**src/core/fircr_defines.vh**
```
`ifndef FIRCR_DEFINES_VH
`define FIRCR_DEFINES_VH
// ==========================================================================
// Register map
`define FIRCR_ADDR_FLAGS     8'h0e
`define FIRCR_ADDR_ENABLE    8'h0f
`define FIRCR_ADDR_SHUTDOWN  8'h10
`define FIRCR_ADDR_RESTORE   8'h11
// ==========================================================================
// Field positions
`define FIRCR_BIT_BUTTON     6
`define FIRCR_BIT_OVERHEAT   5
`define FIRCR_BIT_LOW_INPUT  4
`define FIRCR_PG_LSB         0
`define FIRCR_PG_MSB         3
`define FIRCR_REG_BITS       8
`define FIRCR_SYNC_BITS      14
// ==========================================================================
// Reset values and magic command values
`define FIRCR_FLAGS_RESET    8'h00
`define FIRCR_ENABLE_RESET   8'h00
`define FIRCR_ENABLE_WMASK   8'h7f
`define FIRCR_SHUTDOWN_MAGIC 8'ha9
`define FIRCR_RESTORE_MAGIC  8'h7f
`define FIRCR_ZERO_BYTE      8'h00
`endif

```
**src/core/fircr_top.v**
```verilog
`timescale 1ns/1ps
`include "fircr_defines.vh"

// What this block does
// - Button press flags only in switch mode.
// - Overheat detector sets flag bit five.
// - Low input detector sets flag bit four.
// - Each channel power-good failure sets own flag.
// - Power-good flags suppressed during init, shutdown.
// - Masked events never drive interrupt pin.
// - Enable one passes event; zero blocks, default.
// - Button enable works only in switch mode.
// - Write a9 in switch mode forces shutdown.
// - Write 7f restores all register defaults.
// - Any unmasked set flag pulls interrupt low.
// - Flags stick; clear by write one, enables low.
module fircr_top (
  input  wire       ref_clk,
  input  wire       rst_n,
  input  wire       reg_wr,
  input  wire       reg_rd,
  input  wire [7:0] reg_addr,
  input  wire [7:0] reg_wdata,
  output reg  [7:0] reg_rdata,
  input  wire       switch_mode,
  input  wire       manual_reset_button_n,
  input  wire       overheat_det,
  input  wire       low_input_det,
  input  wire [3:0] power_good_in,
  input  wire [3:0] channel_enable_pin,
  input  wire       initializing,
  input  wire       normal_shutdown,
  output wire       irq_out,
  output wire       irq_oe_n,
  output reg        shutdown_all,
  output reg        power_control_reset,
  output reg        restore_defaults
);

  // ========================================================================
  // Input synchronisation
  // All detector and pin inputs are asynchronous to ref_clk. The button is
  // inverted ahead of the synchroniser so that the cleared stages read as
  // released, which keeps a false press out of the cycles after reset.
  localparam SYNC_W = `FIRCR_SYNC_BITS;

  wire [SYNC_W-1:0] raw_in;
  wire [SYNC_W-1:0] syn_in;

  assign raw_in = {channel_enable_pin,
                   power_good_in,
                   normal_shutdown,
                   initializing,
                   low_input_det,
                   overheat_det,
                   ~manual_reset_button_n,
                   switch_mode};

  fircr_sync #(
    .WIDTH (SYNC_W)
  ) u_sync (
    .ref_clk  (ref_clk),
    .rst_n    (rst_n),
    .async_in (raw_in),
    .sync_out (syn_in)
  );

  wire       s_switch_mode;
  wire       s_button;
  wire       s_overheat;
  wire       s_low_input;
  wire       s_init;
  wire       s_shutdown;
  wire [3:0] s_pgood;
  wire [3:0] s_chan_en;

  assign s_switch_mode = syn_in[0];
  assign s_button      = syn_in[1];
  assign s_overheat    = syn_in[2];
  assign s_low_input   = syn_in[3];
  assign s_init        = syn_in[4];
  assign s_shutdown    = syn_in[5];
  assign s_pgood       = syn_in[9:6];
  assign s_chan_en     = syn_in[13:10];

  // ========================================================================
  // Event detection
  // Power-good failure is a falling edge so that a channel that has not yet
  // come up does not raise an event forever.
  reg  [3:0] pgood_prev;
  reg  [3:0] pgood_armed;
  wire [3:0] pgood_fall;
  wire [3:0] pgood_live;
  wire       pg_suppress;
  wire       button_event;
  wire [7:0] event_now;
  wire [7:0] cond_now;

  assign pg_suppress = s_init | s_shutdown;

  // ========================================================================
  // Per-channel power-good tracking
  // A channel is armed once its power-good has been high while enabled. An
  // armed channel whose power-good is still low keeps its fault live, so
  // the host cannot clear the flag until the rail has come back.
  genvar ch;
  generate
    for (ch = `FIRCR_PG_LSB; ch <= `FIRCR_PG_MSB; ch = ch + 1) begin : g_chan
      always @(posedge ref_clk or negedge rst_n) begin
        if (!rst_n) begin
          pgood_prev[ch]  <= 1'b0;
          pgood_armed[ch] <= 1'b0;
        end else begin
          pgood_prev[ch]  <= s_pgood[ch];
          pgood_armed[ch] <= (pgood_armed[ch] | s_pgood[ch]) & s_chan_en[ch];
        end
      end

      assign pgood_fall[ch] = pgood_prev[ch] & ~s_pgood[ch] &
                              ~pg_suppress;
      assign pgood_live[ch] = pgood_armed[ch] & ~s_pgood[ch] &
                              ~pg_suppress;
    end
  endgenerate

  // ========================================================================
  // Event and condition vectors
  // The button event is the level of a press, so it is also its own live
  // condition while the button stays down.
  assign button_event = s_button & s_switch_mode;

  assign event_now = {1'b0,
                      button_event,
                      s_overheat,
                      s_low_input,
                      pgood_fall};

  // Fault conditions still present block a write-one clear.
  assign cond_now = {1'b0,
                     button_event,
                     s_overheat,
                     s_low_input,
                     pgood_live};

  // ========================================================================
  // Register writes
  reg  [7:0] event_flags;
  reg  [7:0] event_enable;
  wire       wr_flags;
  wire       wr_enable;
  wire       wr_shutdown;
  wire       wr_restore;
  wire       do_restore;
  wire       all_en_low;
  wire [7:0] w1c_clear;
  wire [7:0] next_event_flags;

  assign wr_flags    = reg_wr & (reg_addr == `FIRCR_ADDR_FLAGS);
  assign wr_enable   = reg_wr & (reg_addr == `FIRCR_ADDR_ENABLE);
  assign wr_shutdown = reg_wr & (reg_addr == `FIRCR_ADDR_SHUTDOWN);
  assign wr_restore  = reg_wr & (reg_addr == `FIRCR_ADDR_RESTORE);
  assign do_restore  = wr_restore &
                       (reg_wdata == `FIRCR_RESTORE_MAGIC);
  assign all_en_low  = (s_chan_en == 4'h0);

  localparam [7:0] FLAGS_RST = `FIRCR_FLAGS_RESET;

  wire       wipe_flags;

  // All enable pins low or a restore wipes every flag that is not being
  // raised in the same cycle.
  assign wipe_flags = all_en_low | do_restore;

  // Write one clears, but not while the fault persists, and the set wins
  // over any clear in the same cycle, so an event is never lost to a clear.
  genvar b;
  generate
    for (b = 0; b < `FIRCR_REG_BITS; b = b + 1) begin : g_flag
      assign w1c_clear[b] = wr_flags & reg_wdata[b] &
                            ~cond_now[b];
      assign next_event_flags[b] = event_now[b] |
                                   (event_flags[b] & ~w1c_clear[b] &
                                    ~wipe_flags);

      always @(posedge ref_clk or negedge rst_n) begin
        if (!rst_n) begin
          event_flags[b] <= FLAGS_RST[b];
        end else begin
          event_flags[b] <= next_event_flags[b];
        end
      end
    end
  endgenerate

  always @(posedge ref_clk or negedge rst_n) begin
    if (!rst_n) begin
      event_enable <= `FIRCR_ENABLE_RESET;
    end else if (do_restore) begin
      event_enable <= `FIRCR_ENABLE_RESET;
    end else if (wr_enable) begin
      event_enable <= reg_wdata & `FIRCR_ENABLE_WMASK;
    end
  end

  // ========================================================================
  // Command pulses
  // Forced shutdown only acts in switch mode; other values are dropped.
  // Both pulses come from one decode so that they can never part company.
  wire shutdown_hit;

  assign shutdown_hit = wr_shutdown & s_switch_mode &
                        (reg_wdata == `FIRCR_SHUTDOWN_MAGIC);

  always @(posedge ref_clk or negedge rst_n) begin
    if (!rst_n) begin
      shutdown_all        <= 1'b0;
      power_control_reset <= 1'b0;
      restore_defaults    <= 1'b0;
    end else begin
      shutdown_all        <= shutdown_hit;
      power_control_reset <= shutdown_hit;
      restore_defaults    <= do_restore;
    end
  end

  // ========================================================================
  // Interrupt pin
  wire [7:0] gate;
  wire       irq_active;

  // Button enable is honoured only in switch mode.
  assign gate = {1'b0,
                 event_enable[`FIRCR_BIT_BUTTON] & s_switch_mode,
                 event_enable[`FIRCR_BIT_OVERHEAT],
                 event_enable[`FIRCR_BIT_LOW_INPUT],
                 event_enable[`FIRCR_PG_MSB:`FIRCR_PG_LSB]};
  assign irq_active = |(event_flags & gate);

  // Open drain: enable is low while the pin is pulled low.
  assign irq_out  = 1'b0;
  assign irq_oe_n = ~irq_active;

  // ========================================================================
  // Register reads
  // Command registers are write-only and read back as zero, as do reserved
  // and unmapped addresses, so a host scan never sees a stale command byte.
  wire       rd_flags;
  wire       rd_enable;
  reg  [7:0] next_reg_rdata;

  assign rd_flags  = reg_rd & (reg_addr == `FIRCR_ADDR_FLAGS);
  assign rd_enable = reg_rd & (reg_addr == `FIRCR_ADDR_ENABLE);

  always @* begin
    next_reg_rdata = reg_rdata;
    if (rd_flags) begin
      next_reg_rdata = event_flags;
    end else if (rd_enable) begin
      next_reg_rdata = event_enable;
    end else if (reg_rd) begin
      next_reg_rdata = `FIRCR_ZERO_BYTE;
    end
  end

  // The read data holds until the next read strobe.
  always @(posedge ref_clk or negedge rst_n) begin
    if (!rst_n) begin
      reg_rdata <= `FIRCR_ZERO_BYTE;
    end else begin
      reg_rdata <= next_reg_rdata;
    end
  end

endmodule // fircr_top

```
**src/core/fircr_sync.v**
```verilog
`timescale 1ns/1ps
// ==========================================================================
// Two-stage synchroniser, one per bit.
module fircr_sync #(
  parameter WIDTH = 8
) (
  input  wire             ref_clk,
  input  wire             rst_n,
  input  wire [WIDTH-1:0] async_in,
  output wire [WIDTH-1:0] sync_out
);
  reg [WIDTH-1:0] stage1;
  reg [WIDTH-1:0] stage2;

  genvar i;
  generate
    for (i = 0; i < WIDTH; i = i + 1) begin : g_bit
      always @(posedge ref_clk or negedge rst_n) begin
        if (!rst_n) begin
          stage1[i] <= 1'b0;
          stage2[i] <= 1'b0;
        end else begin
          stage1[i] <= async_in[i];
          stage2[i] <= stage1[i];
        end
      end
    end
  endgenerate

  assign sync_out = stage2;
endmodule // fircr_sync

```
**config.mk**
```make
export PLATFORM = sky130hd
export DESIGN_NAME = fircr_top
export DESIGN_NICKNAME = d
export VERILOG_FILES = /design/src/core/fircr_top.v /design/src/core/fircr_sync.v
export VERILOG_INCLUDE_DIRS = /design/src /design/src/core
export SDC_FILE = /design/constraint.sdc
export NUM_CORES = 1
export LEC_CHECK = 0
export BUFFER_PORTS_ARGS = -buffer_cell sky130_fd_sc_hd__buf_2
export CAP_MARGIN = 20
export CELL_PAD_IN_SITES_DETAIL_PLACEMENT = 1
export CELL_PAD_IN_SITES_GLOBAL_PLACEMENT = 1
export CORE_MARGIN = 10
export CORE_UTILIZATION = 46
export DETAILED_ROUTE_END_ITERATION = 8
export PLACE_DENSITY = 0.83
export SLEW_MARGIN = 20
export SYNTH_ARGS = -nofsm -noshare
export SYNTH_HDL_FRONTEND = slang
export SYNTH_HIERARCHICAL = 1
export SYNTH_SLANG_ARGS = --single-unit
```
**constraint.sdc**
```tcl
create_clock -name ref_clk -period 2 [get_ports ref_clk]
set_input_delay 0.2 -clock ref_clk [delete_from_list [all_inputs] [get_ports ref_clk]]
set_output_delay 0.2 -clock ref_clk [all_outputs]
set_load 0.005 [all_outputs]
```
After elaboration in Yosys (flattened, before gate mapping)
Cells that the tools add are included.
- output and inout port bits: 13
- word-level logic and storage cells: 162
- bits of input ports: 34
- register bits: 62
- bitwise operators: 99
- reduce and logical (&&, ||, !) cells: 4
- muxes and demuxes: 5
- eq/ne operators: 6
- operators with widths (kind ; number):
    1-bit AND ; 62
    8-bit 2-to-1 mux ; 5
    1-bit NOT ; 23
    8-bit by 4-bit equality test with 1-bit output (second input constant) ; 2
    8-bit by 5-bit equality test with 1-bit output (second input constant) ; 2
    1-bit OR ; 13
    8-bit by 7-bit AND with 8-bit output ; 1
    8-bit by 7-bit equality test with 1-bit output (second input constant) ; 1
    8-bit equality test (second input constant) ; 1
    8-bit OR reduction ; 1
    4-bit zero test ; 1
    3-bit nonzero test ; 1
    2-bit nonzero test ; 1

Depth between registers and ports, before layout
Gate-level depths: netlist of the first run.
- depth in word-level cells: 9
- mapped depth: 5
- depth with buffers taken out: 4

Hierarchy
Netlist of the first run, hierarchy kept.
- modules (own cells, without submodules) (module ; sequential area each (um^2) ; times used ; cells an instance ; area each (um^2)):
    fircr_top ; 825.8 ; 1 ; 128 ; 1476.4
    fircr_sync ; 700.7 ; 1 ; 28 ; 700.7

Least setup slack after synthesis of the first run
OpenSTA, ideal clock, no wires.
- path type: register to register
- start point: reg u_sync.stage2[11] (netlist: u_sync/sync_out[11])
- end point: reg event_flags[6]
- data required time: 1878 ps
- path buffers: 0
- period minus slack after synthesis: 1295 ps
- stages on the path, launching flop included: 4
- setup slack: 705 ps
- setup time: 122 ps
- arrival time: 1174 ps
- path through: dfrtp_1 -> nor4_1 -> a21oi_2 -> a32o_1
- longest elaborated chain between the ends: 5
- RTL lines (what ; line ; text):
    start: declaration ; fircr_sync.v:13 ; reg [WIDTH-1:0] stage2;
    start signal: indexed assignment ; fircr_sync.v:24 ; stage2[i] <= stage1[i];
    4-bit zero test ; fircr_top.v:164 ; assign all_en_low = (s_chan_en == 4'h0);
    1-bit OR ; fircr_top.v:172 ; assign wipe_flags = all_en_low | do_restore;
    1-bit NOT ; fircr_top.v:183 ; ~wipe_flags);
    1-bit AND ; fircr_top.v:182 ; (event_flags[b] & ~w1c_clear[b] &
    1-bit OR ; fircr_top.v:181 ; assign next_event_flags[b] = event_now[b] |
    net next_event_flags[6] ; fircr_top.v:156 ; wire [7:0] next_event_flags;
    end signal: indexed assignment ; fircr_top.v:187 ; event_flags[b] <= FLAGS_RST[b];
    end signal: indexed assignment ; fircr_top.v:189 ; event_flags[b] <= next_event_flags[b];
    end: declaration ; fircr_top.v:147 ; reg [7:0] event_flags;
The timed path passes the listed nets, and every way through them passes these cells.
A chain may end at the register's enable or synchronous reset.

Final worst setup path of the first run
- start point: reg event_flags[3]
- end point: out irq_oe_n
- longest elaborated chain between the ends: 3
- RTL lines (what ; line ; text):
    8-bit by 7-bit AND with 8-bit output ; fircr_top.v:237 ; assign irq_active = |(event_flags & gate);
    8-bit OR reduction ; fircr_top.v:237 ;
    1-bit NOT ; fircr_top.v:241 ; assign irq_oe_n = ~irq_active;
    end: declaration ; fircr_top.v:34 ; output wire irq_oe_n,
Every way passes these cells.

==> impl_results.md, run 1 <==
* Post-Route Utilization at 62.00%
* Fin crit period at 1.845 ns
* Max-cap violations at 0
* Tot GR Track Use at 14.74%
* CTS H-tree depth at 3
* CTS sink count at 61
* Vias in the first global route at 1,759
* Placer Congestion at 0.7851
* Total power at 2455 uW
* Initial antenna violation count at 0
* ANT cells at 0
* PortBufs at 45
* Starting density of the core at 48.66%
* Post-layout nets at 257
* Cell Pwr Density at 884.9 mW/mm^2
* Slew Viols, Final at 0
* Share of layout cells above drive strength 1 at 28.32%
* Detailed Routing Iterations Pass 1 at 4
* CTS clk-pin slew, worst paths at 0.07 ns
* Unrepaired setup endpoints after global routing: no
* Main flop type after synthesis: dfrtp_1
* Syn Inst Count at 156
* Syn_nets at 190
* Fraction of registers with async set/reset at 100.0%
* # IOs at 47
* Hold Path Class: primary input to register
* Crit path required time at 1.80 ns
* TritonCTS clock tree: built
* Most frequent cells in the layout: 61 x dfrtp_1, 45 x buf_2, 15 x dlygate4sd3_1
* Final wirelength at 5.233 mm
* DRC at 0
* Die Span Y at 88.80 microns
* Post-CTS setup buffer count at 0
* Hold_ws at 0.1012 ns
* Post-synth EDFFs at 0
* Fmax at 542.0 MHz
* Critical setup path kind: register to primary output
* Startpoint types: register
* HPWL after DPL at 3.798 mm
* Setup violators final at 0
* Wirelength per Cell at 18.82 microns
* Clock latency on the worst-skew pair at 0.33 ns
* TNS Setup at 0 ns
* Netlist Area Pre-Place at 0.002177 sq mm
* First-pass GRT wire length at 8.659 mm
* Sequential share of the synthesized area at 70.11%
* Synth cell types at 31
* CTS Root Cell: clkbuf_8
* Leakage at 0.001353 uW
* Final period util at 92.24%
* Post-DRT Antenna Nets at 0
* Final Skew at 0.008594 ns
* Most common cell after layout, fill and taps aside: dfrtp_1
* Post-CTS sizing at 0
* Die Footprint at 0.007885 sq mm
* Outcome: finished clean
* Worst VDD drop at 0.8591 mV
* Die Wd at 88.80 microns
* Number of hold violations in the final report at 0
* Layout area overhead at 27.41%
* Fill cells at 463
* CP max FO at 3
* Yosys synthesis warning count at 6
* Core Region at 0.004474 sq mm
* TritonCTS buffer count at 9
* CP endpoint kind: primary output
* Mean area per synthesized cell at 13.96 sq um
* Drt first-iter violations at 70
* Max Buffers Root-to-Sink at 2
* Detail-routed via count per cell at 5.371
* Total grt overflow at 0
* CP arrival at 1.64 ns
* Row count at 24
* Largest net degree at the start of global routing at 62
* Synth Register Bits at 61
* Total number of vias at 1,493
-- cell type report --
class / count / area [sq um] / share of cell area [%]
inverters: 10 / 37.54 / 1.353
repair buffers: 62 / 402.9 / 14.52
well taps: 52 / 65.06 / 2.346
clock inverters: 2 / 10.01 / 0.3608
flip-flops and latches: 61 / 1526 / 55.03
multi-input cells: 79 / 576.8 / 20.79
clock buffers: 12 / 155.1 / 5.593
-- state kept, by name, summed over array words and instances, names as in the netlist --
signal	flops
event_enable	7
pgood_armed	4
u_sync/stage1	14
reg_rdata	8
restore_defaults	1
u_sync/sync_out	14
pgood_prev	4
shutdown_all	1
event_flags	8
-- cell usage after synthesis, drive strengths merged (4+ instances only) --
library cell,count,share of area [%]
dfrtp,61,70
nand3,7,1.6
o21a,4,1.4
buf,5,1.5
inv,10,1.7
a32o,5,2.3
o22ai,7,2.0
mux2i,14,6.4
nand2,7,1.2
nor2,8,1.4
nor3,6,1.4
-- timing repair --
| action | 4_1_cts | 5_1_grt |
|---|---|---|
| setup endpoints to repair | 0 | 0 |
| endpoints found under the hold margin | 75 | 0 |
| hold buffers | 15 | 0 |
-- worst max-delay path, stage by stage (launching register included) --
cell and delay [ns]:
dfrtp_1 0.40, a22o_1 0.24, a221oi_1 0.34, and3_1 0.22
buf_2 0.11
-- cell families after synthesis --
kind of cell	Yosys count	share of synthesized area [%]
flops	61	70.11
simple gates	40	10.75
compound gates	24	9.138
buf+inv	16	3.391
mux	14	6.437
other cells	1	0.1722
-- where the power goes --
group	internal [uW]	switching (uW)
Clock	499	433
Combinational	94.2	85.0
Sequential	1300	44.0
Total	1890	562
-- final timing paths --
kind / start / cells past startpoint / end / slack (ns)
max: event_flags[3] / 4 / irq_oe_n / 0.16
min: reg_wdata[7] / 2 / event_flags[7] / 0.10
max reg2reg: u_sync/sync_out[11] / 4 / event_flags[2] / 0.63
min reg2reg: u_sync/stage1[2] / 0 / u_sync/sync_out[2] / 0.35
max in group asynchronous: rst_n / 3 / u_sync/stage1[1] / 1.32
min in group asynchronous: rst_n / 3 / reg_rdata[4] / 0.41
-- stage by stage --
stage,std cells,instance area (sq um),worst slack (ns)
final,278,2774,0.1551
after global routing,278,2774,0.07657
after CTS,278,2774,0.1162
after detailed placement,249,2459,0.3881
after global placement,249,2459,0.4681
after floorplan,156,2177,0.7046
-- metal layers --
metal	GRT usage, %	part of all wire, %
met5	0	0
met4	7.636	2.1
met3	6.342	7.2
met2	25.13	52
met1	15.09	39
(Power assumes the default switching activity.)
==> run 2, diff against run 1 <==
--- a/config.mk
+++ b/config.mk
@@ -11,9 +11,10 @@
 export CELL_PAD_IN_SITES_DETAIL_PLACEMENT = 1
 export CELL_PAD_IN_SITES_GLOBAL_PLACEMENT = 1
 export CORE_MARGIN = 10
-export CORE_UTILIZATION = 46
+export CORE_UTILIZATION = 40
 export DETAILED_ROUTE_END_ITERATION = 8
-export PLACE_DENSITY = 0.83
+export HOLD_SLACK_MARGIN = 0.08
+export PLACE_DENSITY = 0.73
 export SLEW_MARGIN = 20
 export SYNTH_ARGS = -nofsm -noshare
 export SYNTH_HDL_FRONTEND = slang
==> impl_results.md, run 2 (same netlist as run 1, synthesis figures left out) <==
* Outcome: finished clean (unchanged)
* Post-Route Utilization at 53.70% (was 62.00%)
* Fin crit period at 1.761 ns (was 1.845 ns)
* Number of hold violations in the final report at 0 (unchanged)
* CP max FO at 3 (unchanged)
* Switching Share at 22.41% (was 22.88%)
* Row count at 26 (was 24)
* DRC at 0 (unchanged)
* CTS Hold Bufs at 15 (unchanged)
* Total number of vias at 1,465 (was 1,493)
* HPWL after DPL at 3.792 mm (was 3.798 mm)
* Detail-routed via count per cell at 4.933 (was 5.371)
* Sw power at 551.6 uW (was 561.6 uW)
* DP Worst Slack at 0.4229 ns (was 0.3881 ns)
* Vias in the first global route at 1,721 (was 1,759)
* CTS sink count at 61 (unchanged)
* Post-DRT Antenna Nets at 0 (unchanged)
* Wirelength per Cell at 17.15 microns (was 18.82 microns)
* Final wirelength at 5.095 mm (was 5.233 mm)
* Drt first-iter violations at 64 (was 70)
* Most common cell after layout, fill and taps aside: dfrtp_1 (unchanged)
* Die Wd at 93.78 microns (was 88.80 microns)
* Leakage at 0.001347 uW (was 0.001353 uW)
* Post-route cell area at 0.002795 sq mm (was 0.002774 sq mm)
* Seq pwr share at 54.6% (was 54.7%)
* CP arrival at 1.56 ns (was 1.64 ns)
* Starting density of the core at 41.83% (was 48.66%)
* Tot GR Track Use at 12.60% (was 14.74%)
* Measured slew at the worst slew-check pin at 0.6398 ns
* CP endpoint kind: primary output (unchanged)
* Total grt overflow at 0 (unchanged)
* Cell chain of the critical path: a22o_1 > a221oi_1 > and3_1 > buf_2 (unchanged)
* Cell Pwr Density at 880.8 mW/mm^2 (was 884.9 mW/mm^2)
* Crit path required time at 1.80 ns (about the same)
* Slew Viols, Final at 0 (unchanged)
* WHS Path Cells at 2 (unchanged)
* TritonCTS clock tree: built (unchanged)
* Core Region at 0.005205 sq mm (was 0.004474 sq mm)
* R2R cell count at 3 (was 4)
* Post-CTS sizing at 0 (unchanged)
* ANT cells at 0 (unchanged)
* Reg2Reg Capture Point: event_flags[0] (was event_flags[2])
* PnR worst setup slack at 0.2386 ns (was 0.1551 ns)
* Fmax at 567.7 MHz (was 542.0 MHz)
* Flop-to-flop setup slack at 0.44 ns (was 0.63 ns)
* Crit-path slowest cell: dfrtp_1 (unchanged)
* Int Pwr at 1910 uW (was 1893 uW)
* Post-CTS setup buffer count at 0 (unchanged)
* Slew HR at 56.95%
* Initial antenna violation count at 0 (unchanged)
* Logic pwr share at 7.2% (was 7.3%)
* Share of layout cells above drive strength 1 at 27.31% (was 28.32%)
* Worst VDD drop at 0.5151 mV (was 0.8591 mV)
* Max incr delay on CP at 0.41 ns (was 0.40 ns)
* R2R Path Start: u_sync/sync_out[11] (unchanged)
* Die Span Y at 93.78 microns (was 88.80 microns)
* Post-layout nets at 256 (was 257)
* CTS Root Cell: clkbuf_8 (unchanged)
* Unrepaired setup endpoints after global routing: no (unchanged)
* Placer Congestion at 0.7985 (was 0.7851)
* CTS H-tree depth at 3 (unchanged)
* Hold Path Class: primary input to register (unchanged)
* Detailed Routing Iterations Pass 1 at 4 (unchanged)
* Max-cap violations at 0 (unchanged)
* Startpoint types: register (unchanged)
* Hold EP: event_flags[7] (unchanged)
* Layout area overhead at 28.39% (was 27.41%)
* Hold Crit Start: reg_wdata[7] (unchanged)
* Critical setup path kind: register to primary output (unchanged)
* Clock latency on the worst-skew pair at 0.33 ns (about the same)
* Fill cells at 541 (was 463)
* First-pass GRT wire length at 8.431 mm (was 8.659 mm)
* Largest net degree at the start of global routing at 38 (was 62)
* Total power at 2462 uW (was 2455 uW)
* # IOs at 47 (unchanged)
* Setup violators final at 0 (unchanged)
* Clock power frac at 38.2% (was 38.0%)
* TritonCTS buffer count at 9 (unchanged)
* Final Skew at 0.008761 ns (was 0.008594 ns)
* PortBufs at 45 (unchanged)
* CTS clk-pin slew, worst paths at 0.07 ns (about the same)
* Post-placement cell area at 0.002474 sq mm (was 0.002459 sq mm)
* Final period util at 88.07% (was 92.24%)
* Max Buffers Root-to-Sink at 2 (unchanged)
* Die Footprint at 0.008794 sq mm (was 0.007885 sq mm)
* TNS Setup at 0 ns (unchanged)
* Most frequent cells in the layout: 61 x dfrtp_1, 45 x buf_2, 15 x dlygate4sd3_1 (unchanged)
[run 2: cell types whose count changed in the layout (fill, tap and decap cells not counted), sizes merged]
cell    delta
clkbuf     +3
clkinv     -1
buf        -1
[run 2: layer usage]
layer | share of wire (%) | GRT usage, % | vias up
li1 | - | - | 688
met3 | 8.2 | 5.995 | 6
met1 | 39 | 12.25 | 716
met5 | 0 | 0 | -
met2 | 51 | 21.95 | 55
met4 | 1.3 | 6.076 | 0
[run 2: power groups by stage]
stage	registers (uW)	logic (uW)	clock network (uW)
after floorplan	1350	69.6	0
after global placement	1360	149	0
after detailed placement	1370	157	0
after CTS	1340	180	970
after global routing	1350	199	1040
final	1340	177	941
[run 2: worst max path at each step]
stage | start | end | slack (ns) | cells past startpoint
2_1_floorplan | u_sync/sync_out[11] | event_flags[6] | 0.70 | 3
3_3_place_gp | reg_addr[0] | event_flags[7] | 0.44 | 5
3_5_place_dp | reg_addr[0] | event_enable[4] | 0.42 | 5
4_1_cts | event_flags[3] | irq_oe_n | 0.19 | 4
5_1_grt | event_flags[3] | irq_oe_n | 0.16 | 4
6_report | event_flags[3] | irq_oe_n | 0.24 | 4
[run 2: critical path, delay by kind of cell (launching register included)]
family | cells | cell delay [ns]
AOI/OAI and AO/OA | 2 | 0.49
DFF | 1 | 0.41
and+or+nand+nor | 1 | 0.21
buffers and inverters | 1 | 0.11
[run 2: per-stage QoR]
stage | hold WS [ns] | cells
2_1_floorplan | -0.09559 | 156
3_3_place_gp | 0.2282 | 266
3_5_place_dp | 0.2408 | 266
4_1_cts | 0.08522 | 297
5_1_grt | 0.1000 | 297
6_report | 0.1007 | 297
[run 2: final cells by class]
cell class                 count  area, sq um  share of cell area, %
timing repair buffer          61        395.4                  14.15
inverter                      10        37.54                  1.343
tap                           70        87.58                  3.133
clock buffer                  15        166.4                  5.953
clock inverter                 1        5.005                 0.1791
sequential                    61         1526                  54.61
multi-input combinational     79        576.8                  20.64
